`config.mk`:
```
export PLATFORM = sky130hd
export DESIGN_NAME = fpc_panel
export DESIGN_NICKNAME = d
export VERILOG_FILES = /design/src/fpc_pkg.sv /design/src/fpc_keyedge.sv /design/src/fpc_panel.sv
export SDC_FILE = /design/constraint.sdc
export NUM_CORES = 1
export LEC_CHECK = 0
export ABC_AREA = 0
export BUFFER_PORTS_ARGS = -buffer_cell sky130_fd_sc_hd__buf_4
export CAP_MARGIN = 25
export CORE_MARGIN = 2
export CORE_UTILIZATION = 51
export DETAILED_ROUTE_END_ITERATION = 12
export PLACE_DENSITY = 0.8
export SLEW_MARGIN = 10
export SYNTH_ARGS = -nofsm -noshare
export SYNTH_HDL_FRONTEND = slang
export SYNTH_SLANG_ARGS = --single-unit
export TNS_END_PERCENT = 1
```
`constraint.sdc`:
```
create_clock -name pclk -period 3 [get_ports pclk]
set_clock_uncertainty 0.1 [all_clocks]
set_input_delay 0.3 -clock pclk [delete_from_list [all_inputs] [get_ports pclk]]
set_output_delay 0.3 -clock pclk [all_outputs]
set_load 0.1 [all_outputs]
```
`src/fpc_pkg.sv`:
```
// Shared constants and types for the operator front-panel control block.
// Assumes one 100 MHz clock; keys arrive raw from pushbutton pins.
package fpc_pkg;
  localparam int WORD_W = 16; // Display and data word width
  localparam int CLK_MHZ = 100; // Clock rate in MHz
  localparam int BLINK_HALF_MS = 250; // Run lamp blink half period in ms
  localparam int BLINK_HALF_CYC = BLINK_HALF_MS * CLK_MHZ * 1000; // Cycles per half period
  // Control key indices inside the control key vector
  localparam int K_LOAD = 0; // Loader key
  localparam int K_BLANK = 1; // blank_readout_key
  localparam int K_SHOW = 2; // show_word_key
  localparam int K_ENTER = 3; // Enter key
  localparam int K_VIEW = 4; // First of five view keys, in view enum order
  localparam int K_CODE = 9; // First of four code keys, weight 1 first
  localparam int K_CODE_CLR = 13; // Code clear key
  localparam int K_CODE_STEP = 14; // code_step_key
  localparam int K_INT = 15; // Panel interrupt key
  localparam int K_RESET = 16; // Processor reset key
  localparam int NKEY = 17; // Number of control keys
  // View targets, one lamp each
  typedef enum logic [2:0] {
    VIEW_MEM = 3'h0, VIEW_STATUS = 3'h1, VIEW_IR = 3'h2, VIEW_PC = 3'h3, VIEW_REG = 3'h4
  } fpc_view_e;
  // Run and step lamp state, Gray along step, blinking, steady
  typedef enum logic [1:0] {
    LAMP_STEP = 2'h0, LAMP_BLINK = 2'h1, LAMP_ON = 2'h3
  } fpc_lamp_e;
  // Memory access sequencer
  typedef enum logic [1:0] {
    MEM_IDLE = 2'h0, MEM_RD = 2'h1, MEM_WR = 2'h2
  } fpc_mem_e;
  // Status word field positions
  localparam int ST_KEY_LSB = 12; // Key register bits 15..12
  localparam int ST_CARRY = 11;
  localparam int ST_SIGN = 10;
  localparam int ST_ONES = 9;
  localparam int ST_OVF = 8;
  localparam int ST_SHIFT_LSB = 3; // Shift counter bits 7..3
  localparam int ST_ZERO = 2;
  localparam int ST_SUPER = 1;
  localparam int SIGN_BIT = 15; // Sign of the displayed word
  // Selection codes with fixed meaning
  localparam logic [3:0] CODE_IR = 4'h8;
  localparam logic [3:0] CODE_ZERO = 4'hb;
  localparam logic [3:0] CODE_ONES = 4'hc;
  localparam logic [15:0] INT_VECTOR = 16'h0000; // Panel interrupt target address
  // Reset values
  localparam logic [15:0] DISP_RST = 16'h0000;
  localparam logic [3:0] CODE_RST = 4'h0;
  localparam logic CTRL_EN_RST = 1'b1;
  // APB map, byte addresses
  localparam logic [11:0] A_CTRL = 12'h000; // bit0 panel key enable
  localparam logic [11:0] A_STATE = 12'h004; // View, code, lamps, sequencer
  localparam logic [11:0] A_WORD = 12'h008; // Display register
  localparam int SF_VIEW = 0; // State register field positions
  localparam int SF_CODE = 5;
  localparam int SF_LAMP = 9;
  localparam int SF_MEM = 11;
endpackage

```
`src/fpc_keyedge.sv`:
```
// Pushbutton synchroniser and press detector, one lane per key.
// Assumes keys are clean levels from pins, high while held.
`timescale 1ns/100ps
module fpc_keyedge #(
  parameter int N = 1 // Number of keys
) (
  input wire logic pclk, // System clock
  input wire logic presetn, // Async reset, active low
  input wire logic [N-1:0] keys_raw, // Raw key levels from pins
  output logic [N-1:0] press // One-cycle pulse per press
);
  typedef struct packed {
    logic [N-1:0] s1; // First synchroniser stage, read by s2 only
    logic [N-1:0] s2; // Second stage
    logic [N-1:0] prev; // Previous synchronised level
  } fpc_ke_s;
  fpc_ke_s q, d;

  // Shift levels through; a press is a rising synchronised level
  always_comb begin
    d = q;
    d.s1 = keys_raw;
    d.s2 = q.s1;
    d.prev = q.s2;
  end

  always_ff @(posedge pclk or negedge presetn) begin
    if (!presetn) begin
      q <= '0;
    end else begin
      q <= d;
    end
  end

  // Holding a key yields one pulse only
  assign press = q.s2 & ~q.prev;
endmodule

```
`src/fpc_panel.sv`:
```
// Front-panel control: display register, view selector, register code, memory examine/deposit.
// Assumes core inputs share pclk; key pins are asynchronous; memory answers with mem_ack.
//
// The APB slave port and the register addresses were decided locally.
`timescale 1ns/100ps
// How it works
// - Loader key lights run lamp, starts loader
// - Sixteen-bit display register drives readout lamps
// - Blank key zeroes the display register
// - Entry keys only set bits
// - Top bit shows the sign
// - Show key in memory view reads word
// - Enter key in memory view writes word
// - Exactly one of five views selected
// - Status upper byte: key bits, alu flags
// - Status lower byte: shift count, zero, supervisor
// - Instruction view shows it unless running
// - Edits in instruction view copied to it
// - Counter view shows it unless running, takes edits
// - Four-bit code picks register to view
// - Code keys set bits and lamps
// - Chosen register shown and takes edits
// - Code clear zeroes; step key increments
// - Code 1000 shows instruction register
// - Codes 1011, 1100 constant, writes ignored
// - Interrupt key acts only when running
// - Reset key halts, step lamp, clears overflow
// - Each show press in memory view advances program counter
// - Reset: step, blank word, counter view
module fpc_panel #(
  parameter int BLINK_HALF_CYC = fpc_pkg::BLINK_HALF_CYC // Run lamp blink half period
) (
  input wire logic pclk, // System clock, 100 MHz
  input wire logic presetn, // Async reset, active low
  input wire logic psel, // APB select
  input wire logic penable, // APB access phase
  input wire logic pwrite, // APB write
  input wire logic [11:0] paddr, // APB byte address
  input wire logic [31:0] pwdata, // APB write data
  output logic [31:0] prdata, // APB read data
  output logic pready, // APB ready
  output logic pslverr, // APB error on unmapped address
  input wire logic [fpc_pkg::NKEY-1:0] ctl_keys, // Control pushbuttons, raw
  input wire logic [15:0] entry_keys, // Entry pushbuttons, raw
  output logic [15:0] lamp_word, // Readout lamps
  output logic [4:0] view_lamps, // One lamp per view
  output logic [3:0] code_lamps, // Selection code lamps, also code to core
  output logic run_lamp, // Run lamp, blinks when halted in run mode
  output logic step_lamp, // Step lamp
  input wire logic [15:0] ir_in, // Instruction register value
  input wire logic [15:0] pc_in, // Program counter value
  input wire logic [15:0] reg_rdata, // Register picked by code_lamps
  input wire logic [3:0] key_word_bits, // Key register bits 15..12
  input wire logic alu_carry_flag, // ALU carry
  input wire logic alu_sign_flag, // ALU sign
  input wire logic alu_all_ones_flag, // ALU output all ones
  input wire logic alu_overflow_flag, // ALU overflow
  input wire logic [4:0] shift_count_bits, // Shift counter
  input wire logic alu_zero_flag, // ALU output zero
  input wire logic supervisor_flag, // Supervisor mode
  input wire logic core_start, // Core started running, pulse
  input wire logic core_halt, // Core halted in run mode, pulse
  input wire logic core_stop, // Core entered step mode, pulse
  output logic [15:0] wr_data, // Data for core register writes
  output logic ir_wr, // Write wr_data to instruction register, pulse
  output logic pc_wr, // Write wr_data to program counter, pulse
  output logic reg_wr, // Write wr_data to register code_lamps, pulse
  output logic pc_inc, // Advance program counter, pulse
  output logic cpu_int, // Interrupt request, pulse
  output logic [15:0] int_addr, // Interrupt target address
  output logic cpu_load, // Start loader copy, pulse
  output logic cpu_reset, // Halt and initialise core and I/O, pulse
  output logic ovf_clear, // Clear overflow flag, pulse
  output logic mem_rd, // Memory read request, held to ack
  output logic mem_wr, // Memory write request, held to ack
  output logic [15:0] mem_addr, // Memory address
  output logic [15:0] mem_wdata, // Memory write data
  input wire logic [15:0] mem_rdata, // Memory read data, valid with ack
  input wire logic mem_ack // Memory done, pulse
);
  typedef struct packed {
    logic [15:0] disp; // Display register
    fpc_pkg::fpc_view_e view; // Current view
    logic [3:0] code; // Selection code
    fpc_pkg::fpc_lamp_e lamp; // Run/step lamp state
    logic blink; // Blink phase
    logic [31:0] bcnt; // Blink divider
    fpc_pkg::fpc_mem_e mem; // Memory sequencer
    logic [15:0] maddr; // Latched memory address
    logic refresh; // Reload display from target next cycle
    logic edit; // Display was edited last cycle
    logic ir_wr, pc_wr, reg_wr, pc_inc; // Core write pulses
    logic cpu_int, cpu_load, cpu_rst, ovf_clr; // Core control pulses
    logic en; // Panel keys enabled
    logic [31:0] prdata; // APB read data
  } fpc_state_s;
  fpc_state_s q, d;

  logic [fpc_pkg::NKEY-1:0] press; // Control key pulses
  logic [15:0] epress; // Entry key pulses
  logic [fpc_pkg::NKEY-1:0] p; // Gated control key pulses
  logic [15:0] ep; // Gated entry key pulses
  logic [15:0] status_word; // Assembled status view
  logic apb_setup; // APB setup cycle
  logic apb_wr; // APB write takes effect
  logic addr_ok; // Address is mapped

  // All keys come from pins, so one synchronising edge detector covers them
  fpc_keyedge #(.N(fpc_pkg::NKEY + 16)) u_keys (
    .pclk(pclk),
    .presetn(presetn),
    .keys_raw({entry_keys, ctl_keys}),
    .press({epress, press})
  );

  assign p = q.en ? press : '0;
  assign ep = q.en ? epress : '0;

  // Status layout
  always_comb begin
    status_word = '0;
    status_word[fpc_pkg::ST_KEY_LSB +: 4] = key_word_bits;
    status_word[fpc_pkg::ST_CARRY] = alu_carry_flag;
    status_word[fpc_pkg::ST_SIGN] = alu_sign_flag;
    status_word[fpc_pkg::ST_ONES] = alu_all_ones_flag;
    status_word[fpc_pkg::ST_OVF] = alu_overflow_flag;
    status_word[fpc_pkg::ST_SHIFT_LSB +: 5] = shift_count_bits;
    status_word[fpc_pkg::ST_ZERO] = alu_zero_flag;
    status_word[fpc_pkg::ST_SUPER] = supervisor_flag;
  end

  // APB decode; no wait states, so the access phase is the answer
  assign apb_setup = psel && !penable;
  assign addr_ok = (paddr == fpc_pkg::A_CTRL) || (paddr == fpc_pkg::A_STATE) || (paddr == fpc_pkg::A_WORD);
  assign apb_wr = psel && penable && pwrite && (paddr == fpc_pkg::A_CTRL);

  // Next state of the whole panel
  always_comb begin
    d = q;
    d.refresh = 1'b0;
    d.edit = 1'b0;
    d.ir_wr = 1'b0;
    d.pc_wr = 1'b0;
    d.reg_wr = 1'b0;
    d.pc_inc = 1'b0;
    d.cpu_int = 1'b0;
    d.cpu_load = 1'b0;
    d.cpu_rst = 1'b0;
    d.ovf_clr = 1'b0;
    // Blink divider, one enable per half period
    if (q.bcnt >= 32'(BLINK_HALF_CYC - 1)) begin
      d.bcnt = '0;
      d.blink = ~q.blink;
    end else begin
      d.bcnt = q.bcnt + 32'h1;
    end
    // Core mode reports; panel keys below take precedence
    if (core_stop) begin
      d.lamp = fpc_pkg::LAMP_STEP;
    end else if (core_start) begin
      d.lamp = fpc_pkg::LAMP_ON;
    end else if (core_halt) begin
      d.lamp = fpc_pkg::LAMP_BLINK;
    end
    if (p[fpc_pkg::K_LOAD]) begin
      d.lamp = fpc_pkg::LAMP_ON;
      d.cpu_load = 1'b1;
    end
    // Reset key wins over loader: halt leaves step mode
    if (p[fpc_pkg::K_RESET]) begin
      d.lamp = fpc_pkg::LAMP_STEP;
      d.cpu_rst = 1'b1;
      d.ovf_clr = 1'b1;
    end
    // Interrupt only while steadily running
    if (p[fpc_pkg::K_INT] && q.lamp == fpc_pkg::LAMP_ON) begin
      d.cpu_int = 1'b1;
    end
    // View keys: lowest index wins if several land together
    for (int i = 4; i >= 0; i--) begin
      if (p[fpc_pkg::K_VIEW + i]) begin
        d.view = fpc_pkg::fpc_view_e'(3'(i));
        d.refresh = 1'b1;
      end
    end
    // Selection code: clear, then step, then set bits
    if (p[fpc_pkg::K_CODE_CLR]) begin
      d.code = '0;
    end else if (p[fpc_pkg::K_CODE_STEP]) begin
      d.code = q.code + 4'h1;
    end
    d.code = d.code | p[fpc_pkg::K_CODE +: 4];
    if (d.code != q.code && q.view == fpc_pkg::VIEW_REG) begin
      d.refresh = 1'b1;
    end
    // Reload display from the newly chosen target
    if (q.refresh) begin
      case (q.view)
        fpc_pkg::VIEW_IR: if (q.lamp != fpc_pkg::LAMP_ON) d.disp = ir_in;
        fpc_pkg::VIEW_PC: if (q.lamp != fpc_pkg::LAMP_ON) d.disp = pc_in;
        fpc_pkg::VIEW_REG: begin
          if (q.code == fpc_pkg::CODE_IR) begin
            d.disp = ir_in;
          end else if (q.code == fpc_pkg::CODE_ZERO) begin
            d.disp = '0;
          end else if (q.code == fpc_pkg::CODE_ONES) begin
            d.disp = '1;
          end else begin
            d.disp = reg_rdata;
          end
        end
        default: ;
      endcase
    end
    // Status view tracks the core live
    if (q.view == fpc_pkg::VIEW_STATUS) begin
      d.disp = status_word;
    end
    // Operator edits: clear first, entry keys then only set bits
    if (p[fpc_pkg::K_BLANK]) begin
      d.disp = '0;
      d.edit = 1'b1;
    end
    if (|ep) begin
      d.disp = d.disp | ep;
      d.edit = 1'b1;
    end
    // Copy an edit to the viewed target one cycle later
    if (q.edit) begin
      case (q.view)
        fpc_pkg::VIEW_IR: d.ir_wr = 1'b1;
        fpc_pkg::VIEW_PC: d.pc_wr = 1'b1;
        fpc_pkg::VIEW_REG: begin
          if (q.code == fpc_pkg::CODE_IR) begin
            d.ir_wr = 1'b1;
          end else if (q.code != fpc_pkg::CODE_ZERO && q.code != fpc_pkg::CODE_ONES) begin
            d.reg_wr = 1'b1;
          end
        end
        default: ;
      endcase
    end
    // Memory examine and deposit at the program counter
    case (q.mem)
      fpc_pkg::MEM_IDLE: begin
        if (q.view == fpc_pkg::VIEW_MEM && p[fpc_pkg::K_SHOW]) begin
          d.mem = fpc_pkg::MEM_RD;
          d.maddr = pc_in;
        end else if (q.view == fpc_pkg::VIEW_MEM && p[fpc_pkg::K_ENTER]) begin
          d.mem = fpc_pkg::MEM_WR;
          d.maddr = pc_in;
        end
      end
      fpc_pkg::MEM_RD: begin
        if (mem_ack) begin
          d.disp = mem_rdata;
          d.pc_inc = 1'b1;
          d.mem = fpc_pkg::MEM_IDLE;
        end
      end
      fpc_pkg::MEM_WR: begin
        if (mem_ack) begin
          d.pc_inc = 1'b1; // Deposit also steps on
          d.mem = fpc_pkg::MEM_IDLE;
        end
      end
      default: d.mem = fpc_pkg::MEM_IDLE;
    endcase
    // Register bus
    if (apb_wr) begin
      d.en = pwdata[0];
    end
    if (apb_setup) begin
      case (paddr)
        fpc_pkg::A_CTRL: d.prdata = {31'h0, q.en};
        fpc_pkg::A_STATE: d.prdata = {19'h0, q.mem, q.lamp, q.code, view_lamps};
        fpc_pkg::A_WORD: d.prdata = {16'h0, q.disp};
        default: d.prdata = 32'h0;
      endcase
    end
  end

  // State register; power-on leaves step mode, blank word, counter view
  always_ff @(posedge pclk or negedge presetn) begin
    if (!presetn) begin
      q <= '0;
      q.disp <= fpc_pkg::DISP_RST;
      q.code <= fpc_pkg::CODE_RST;
      q.view <= fpc_pkg::VIEW_PC;
      q.lamp <= fpc_pkg::LAMP_STEP;
      q.mem <= fpc_pkg::MEM_IDLE;
      q.en <= fpc_pkg::CTRL_EN_RST;
    end else begin
      q <= d;
    end
  end

  // Outputs
  assign lamp_word = q.disp;
  assign view_lamps = 5'(5'h1 << q.view);
  assign code_lamps = q.code;
  assign run_lamp = (q.lamp == fpc_pkg::LAMP_ON) || (q.lamp == fpc_pkg::LAMP_BLINK && q.blink);
  assign step_lamp = (q.lamp == fpc_pkg::LAMP_STEP);
  assign wr_data = q.disp;
  assign ir_wr = q.ir_wr;
  assign pc_wr = q.pc_wr;
  assign reg_wr = q.reg_wr;
  assign pc_inc = q.pc_inc;
  assign cpu_int = q.cpu_int;
  assign int_addr = fpc_pkg::INT_VECTOR;
  assign cpu_load = q.cpu_load;
  assign cpu_reset = q.cpu_rst;
  assign ovf_clear = q.ovf_clr;
  assign mem_rd = (q.mem == fpc_pkg::MEM_RD);
  assign mem_wr = (q.mem == fpc_pkg::MEM_WR);
  assign mem_addr = q.maddr;
  assign mem_wdata = q.disp;
  assign prdata = q.prdata;
  assign pready = 1'b1;
  assign pslverr = psel && penable && !addr_ok;
endmodule

```
# --- After elaboration in Yosys (flattened, before gate mapping) ---
# Index checks and enable logic that the tools add are counted.
classes:
  reduce_logical: 27
  bitwise: 5
  add_sub_neg: 2
  eq_ne: 19
  shifts: 1
  mux: 52
  n_lt_le_gt_ge: 1
ops:
  columns: ["op", "n"]
  rows:
  - ["16-bit 2-to-1 mux", 12]
  - ["16-bit one-hot mux with 3 select lines", 2]
  - ["18-bit 2-to-1 mux", 2]
  - ["33-bit bitwise AND", 1]
  - ["33-bit NOT", 1]
  - ["32-bit by 1-bit adder with 32-bit output (second input constant)", 1]
  - ["32-bit by 25-bit greater-or-equal comparator with 1-bit output (second input constant)", 1]
  - ["32-bit 2-to-1 mux", 1]
  - ["3-bit 2-to-1 mux", 6]
  - ["1-bit 2-to-1 mux", 17]
  - ["17-bit 2-to-1 mux", 1]
  - ["16-bit bitwise OR", 1]
  - ["16-bit OR reduction", 1]
  - ["2-bit 2-to-1 mux", 7]
  - ["12-bit by 3-bit == test with 1-bit output (second input constant)", 1]
  - ["12-bit by 4-bit == test with 1-bit output (second input constant)", 1]
  - ["4-bit == test (second input constant)", 3]
  - ["12-bit zero test", 1]
  - ["1-bit logical AND", 11]
  - ["5-bit nonzero test", 2]
  - ["4-bit 2-to-1 mux", 2]
  - ["4-bit inequality test (second input constant)", 2]
  - ["3-bit by 2-bit == test with 1-bit output (second input constant)", 2]
  - ["1-bit by 3-bit left shift with 5-bit output (first input constant)", 1]
  - ["other kinds (20)", 27]
word_totals:
  wordCells: 130
  out_inout_bits: 135
  input_bits: 165
  reg_bits: 218

# --- Logic depth before layout (Yosys ltp) ---
logic_depth:
  depth_word: 12
  ltp_mapped: 10
  ltp_nobuf: 7

# --- By module ---
# A second synthesis with hierarchy kept.
unflattened:
  cells_unflattened: 884
  hier_area_um2: 9595.5
by_module_without_submodules:
  columns: ["module", "seq_area_each_um2", "n_inst", "area_per_inst_um2", "cells_per_inst"]
  rows:
  - ["fpc_panel", 2556.2, 1, 6663.9, 752]
  - ["fpc_keyedge", 2477.4, 1, 2931.6, 132]

# --- Least setup slack after synthesis ---
# OpenSTA, ideal clock, no wires.
synth_timing:
  path_kind: "reg-to-reg"
  startpoint: "reg q[100] in the netlist's numbering"
  endpoint: "reg q (netlist bit mem_addr[10])"
  stages_incl_launch_ff: 6
  period_less_slack_ps: 3198
  path_slack_ps: -198
  setup_ps: 125
  arrival_ps: 2974
  path_buffers: 2
  required_time_ps: 2775
  cell_sequence: "dfstp_2 buf_2 nor3_2 o2111ai_2 clkbuf_1 mux2_2"
synth_between:
  elab_chain_len: 4
  elab_cells_between_ends: 6
  classes_between: "mux (1); reduce/logical (5)"
synth_rtl:
  columns: ["item", "line_no", "text"]
  rows:
  - ["start: declaration", "fpc_panel.sv:97", "fpc_state_s q, d;"]
  - ["3-bit zero test (*)", "fpc_panel.sv:246, fpc_panel.sv:249", null]
  - ["1-bit logical AND (on tied branches)", "fpc_panel.sv:246, fpc_panel.sv:249", null]
  - ["2-bit nonzero test (no line)", null, null]
  - ["2-bit AND reduction (no line)", null, null]
# Mark *: on every way between the ends. The rest lies on a longest branch, timed or not.
# A chain may end at the register's enable or synchronous reset.

==> results.toml <==
[grt]
overflow = 0
grtUsageTotal_pct = 25.1
first_global_vias = 7103
grt_antenna_before_repair = 0
grt_pass1_wl_mm = 38.3
grt_max_degree = 82

[finish]
num-fill-cells = 1299
nets = 1236
drive_gt1_share_pct = 31.8
multi_input_area_mm2 = 0.00322
final_core_util_pct = 66.7
fin_area_mm2 = 0.0119
antenna_cells = 0
register_area_mm2 = 0.00503
syn_to_final_growth_pct = 28.9

[floorplanning]
core_mm2 = 0.0178
dieArea_mm2 = 0.0192
ioPinCount = 300
row_count = 49
floorplan.initialDensity_pct = 51.8
die_x_um = 139
die_h_um = 139

[synthesis]
seq_area_frac_synth_pct = 54.5
ys_ff_latch = 201
synth_cell_types = 68
synthCells = 843
synthesis.area_mm2 = 0.00924
yosys_warnings = 0
synth_ff_type = "dfrtp_1"
avgSynthCellArea_um2 = 11.0
synth_edf_count = 0
async_reset_ff_share_pct = 100

[power]
power_density_mw_per_mm2 = 727
p_seq_share_pct = 35.3
switching_share_pct = 40.3
p_leak_uw = 0.00556
p_switching_uw = 3490
ir_drop_mv = 0.778
clockPowerShare_pct = 31.8
comb_power_share_pct = 33.0
p_int_uw = 5170

[timing]
fin_crit_sh_pct = 87.3
setup_violations = 0
period_needed_ps = 2620
timing.fmax_mhz = 382
fin_ws_ps = 380
slew_violations = 0
fin_tns_setup_ps = 0
hold_slack_ps = 17.2
max_slew_margin_pct = 38.4
final-hold-violation-count = 0
tightestPinTransition_ps = 915
rsz0062_at_grt = "false"

[drt]
wire_per_inst_um = 18.6
routed_wl_mm = 24.4
postRouteAntennaNets = 0
avgViaCountPerCell = 5.39
firstDrtPassIters = 5
drt_iter0_drc = 439
drc = 0
num_vias = 7057

[placement]
port-buffer-count = 235
place_ws_ps = 408
dp.final_hpwl_mm = 17.5
place_congestion = 0.873
placed_cell_area_mm2 = 0.0106

[flow_run]
max_cap_violations = 0

[clocking]
cts.clk_slew.worst_paths_ps = 60
clk_latency_ps = 490
cts_buffers = 22
cts_tree = "yes"
cts_setup_buffers = 0
cts-resized-gates = 0
root_buffer = "clkbuf_16"
h-tree-depth = 1
clock_sinks = 201
cts_buffer_depth = 3

[worst_setup_path]
crit_arrival_ps = 2900
path_max_fanout = 15
path_class = "reg2reg"
critPathLaunchType = "flop"
cp.required_ps = 3280
cpMaxStageDelayCell = "or2_1"
slowest_delay_ps = 690
crit_path_end_kind = "flop"
r2r_cells = 7
cp_cell_sequence = "inv_1 -> ha_1 -> o21ai_0 -> o21ai_2 -> or2_1 -> o221ai_1 -> a31o_2"

[min_path]
hold_depth = 3
holdCritPathClass = "in2reg"

[status]
status = "finished clean"
## critical path, delay by kind of cell, from the launching register on
family          cells  cell delay, ps
compound gates      4             820
fa+ha+maj           1             200
buf+inv             1             170
flops               1             530
simple gates        1             690
## registers in the layout, summed over array words and instances, names as in the netlist
name / count
code_lamps: 4
cpu_int: 1
cpu_load: 1
cpu_reset: 1
ir_wr: 1
lamp_word: 16
mem_addr: 16
pc_inc: 1
pc_wr: 1
prdata: 16
q: 43
reg_wr: 1
u_keys.d: 66
u_keys.q: 33
## placed cells by master (no fill, tap or decap), types with 4 or more instances in the layout
| cell | instances |
|---|---|
| buf_4 | 251 |
| dfrtp_1 | 198 |
| nor2_1 | 77 |
| nand2_1 | 68 |
| dlygate4sd3_1 | 58 |
| conb_1 | 40 |
| a21oi_1 | 30 |
| o21ai_0 | 27 |
| clkbuf_16 | 23 |
| a22oi_1 | 21 |
| inv_1 | 18 |
| xor2_1 | 17 |
| mux2_2 | 17 |
| nand2b_1 | 15 |
| nor2b_1 | 14 |
| and3_1 | 14 |
| nand3_1 | 14 |
| a211oi_1 | 14 |
| o221ai_2 | 10 |
| a2bb2oi_2 | 10 |
| nand4_1 | 10 |
| nor4_1 | 8 |
| xnor2_1 | 8 |
| ha_1 | 6 |
| clkinv_2 | 6 |
| nor3_1 | 5 |
| a31oi_1 | 5 |
| and4_1 | 5 |
| o221ai_1 | 5 |
| clkbuf_8 | 5 |
| nand3b_1 | 4 |
| nor3b_1 | 4 |
| and2_1 | 4 |
| a2bb2oi_1 | 4 |
## routing by layer
metal	part of all wire (%)	GRT usage, %	vias to the layer above
met5	0	0	-
met4	3.0	8.70	0
met3	6.6	4.35	54
met2	51	44.8	304
met1	39	31.0	3477
li1	-	-	3222
## timing repair
action / CTS / global route
endpoints found under the hold margin: 131 / 0
hold buffers: 58 / 0
setup endpoints to repair: 0 / 0
## cell families (layout without fill, tap and decap cells)
group | Yosys count | count (layout) | synth area share (%)
fa+ha+maj | 6 | 6 | 0.813
mux | 19 | 19 | 2.29
buf+inv | 172 | 372 | 12.2
xor+xnor | 25 | 25 | 2.37
other cells | 2 | 40 | 0.0813
simple gates | 260 | 260 | 14.5
flops | 201 | 201 | 54.5
compound gates | 158 | 158 | 13.2
## through the flow
| stage | power, µW | instances |
|---|---|---|
| final | 8660 | 1310 |
| after global routing | 8910 | 1310 |
| after floorplan | 5560 | 881 |
| after global placement | 5860 | 1211 |
| after CTS | 8710 | 1310 |
| after detailed placement | 5890 | 1212 |
## layout make-up
| class | instances | share of cell area, % |
|---|---|---|
| clock buffers | 28 | 5.33 |
| clock inverters | 12 | 1.02 |
| inverters | 19 | 0.599 |
| multi-input cells | 508 | 27.1 |
| flip-flops and latches | 201 | 42.3 |
| well taps | 229 | 2.41 |
| repair buffers | 313 | 21.3 |
## synth_stat cells (12+ instances only)
cell	count	area [µm²]
a22oi_1	21	158
xor2_1	17	149
nor2b_1	14	87.6
nand2b_1	15	93.8
a21oi_1	30	150
o21ai_0	27	135
and3_1	14	87.6
buf_2	12	60.1
a211oi_1	14	105
nand2_1	68	255
dfrtp_1	198	4950
mux2_2	17	191
clkbuf_1	18	67.6
nor2_1	77	289
nand3_1	14	70.1
inv_1	18	67.6
buf_4	121	908
## power by group through the flow
| stage | registers, µW | clock network, µW | logic [µW] |
|---|---|---|---|
| 6_report | 3050 | 2750 | 2850 |
| 5_1_grt | 3070 | 2920 | 2930 |
| 4_1_cts | 3050 | 2800 | 2860 |
| 3_5_place_dp | 3100 | 0 | 2790 |
| 3_3_place_gp | 3090 | 0 | 2770 |
| 2_1_floorplan | 3020 | 0 | 2540 |
## worst paths after layout
kind                                    startpoint                      end  slack [ps]
hold / removal                    key_word_bits[2]  lamp_word[14]$_DFF_PN0_          20
setup reg to reg           code_lamps[1]$_DFF_PN0_   lamp_word[0]$_DFF_PN0_         380
min in group asynchronous                  presetn   u_keys.d[38]$_DFF_PN0_         300
max in group asynchronous                  presetn        q[95]$_DFFE_PN0P_        1780
setup / recovery           code_lamps[1]$_DFF_PN0_   lamp_word[0]$_DFF_PN0_         380
hold reg to reg             u_keys.d[64]$_DFF_PN0_   u_keys.d[31]$_DFF_PN0_         240
No activity file was read; power rests on OpenSTA's default activity.
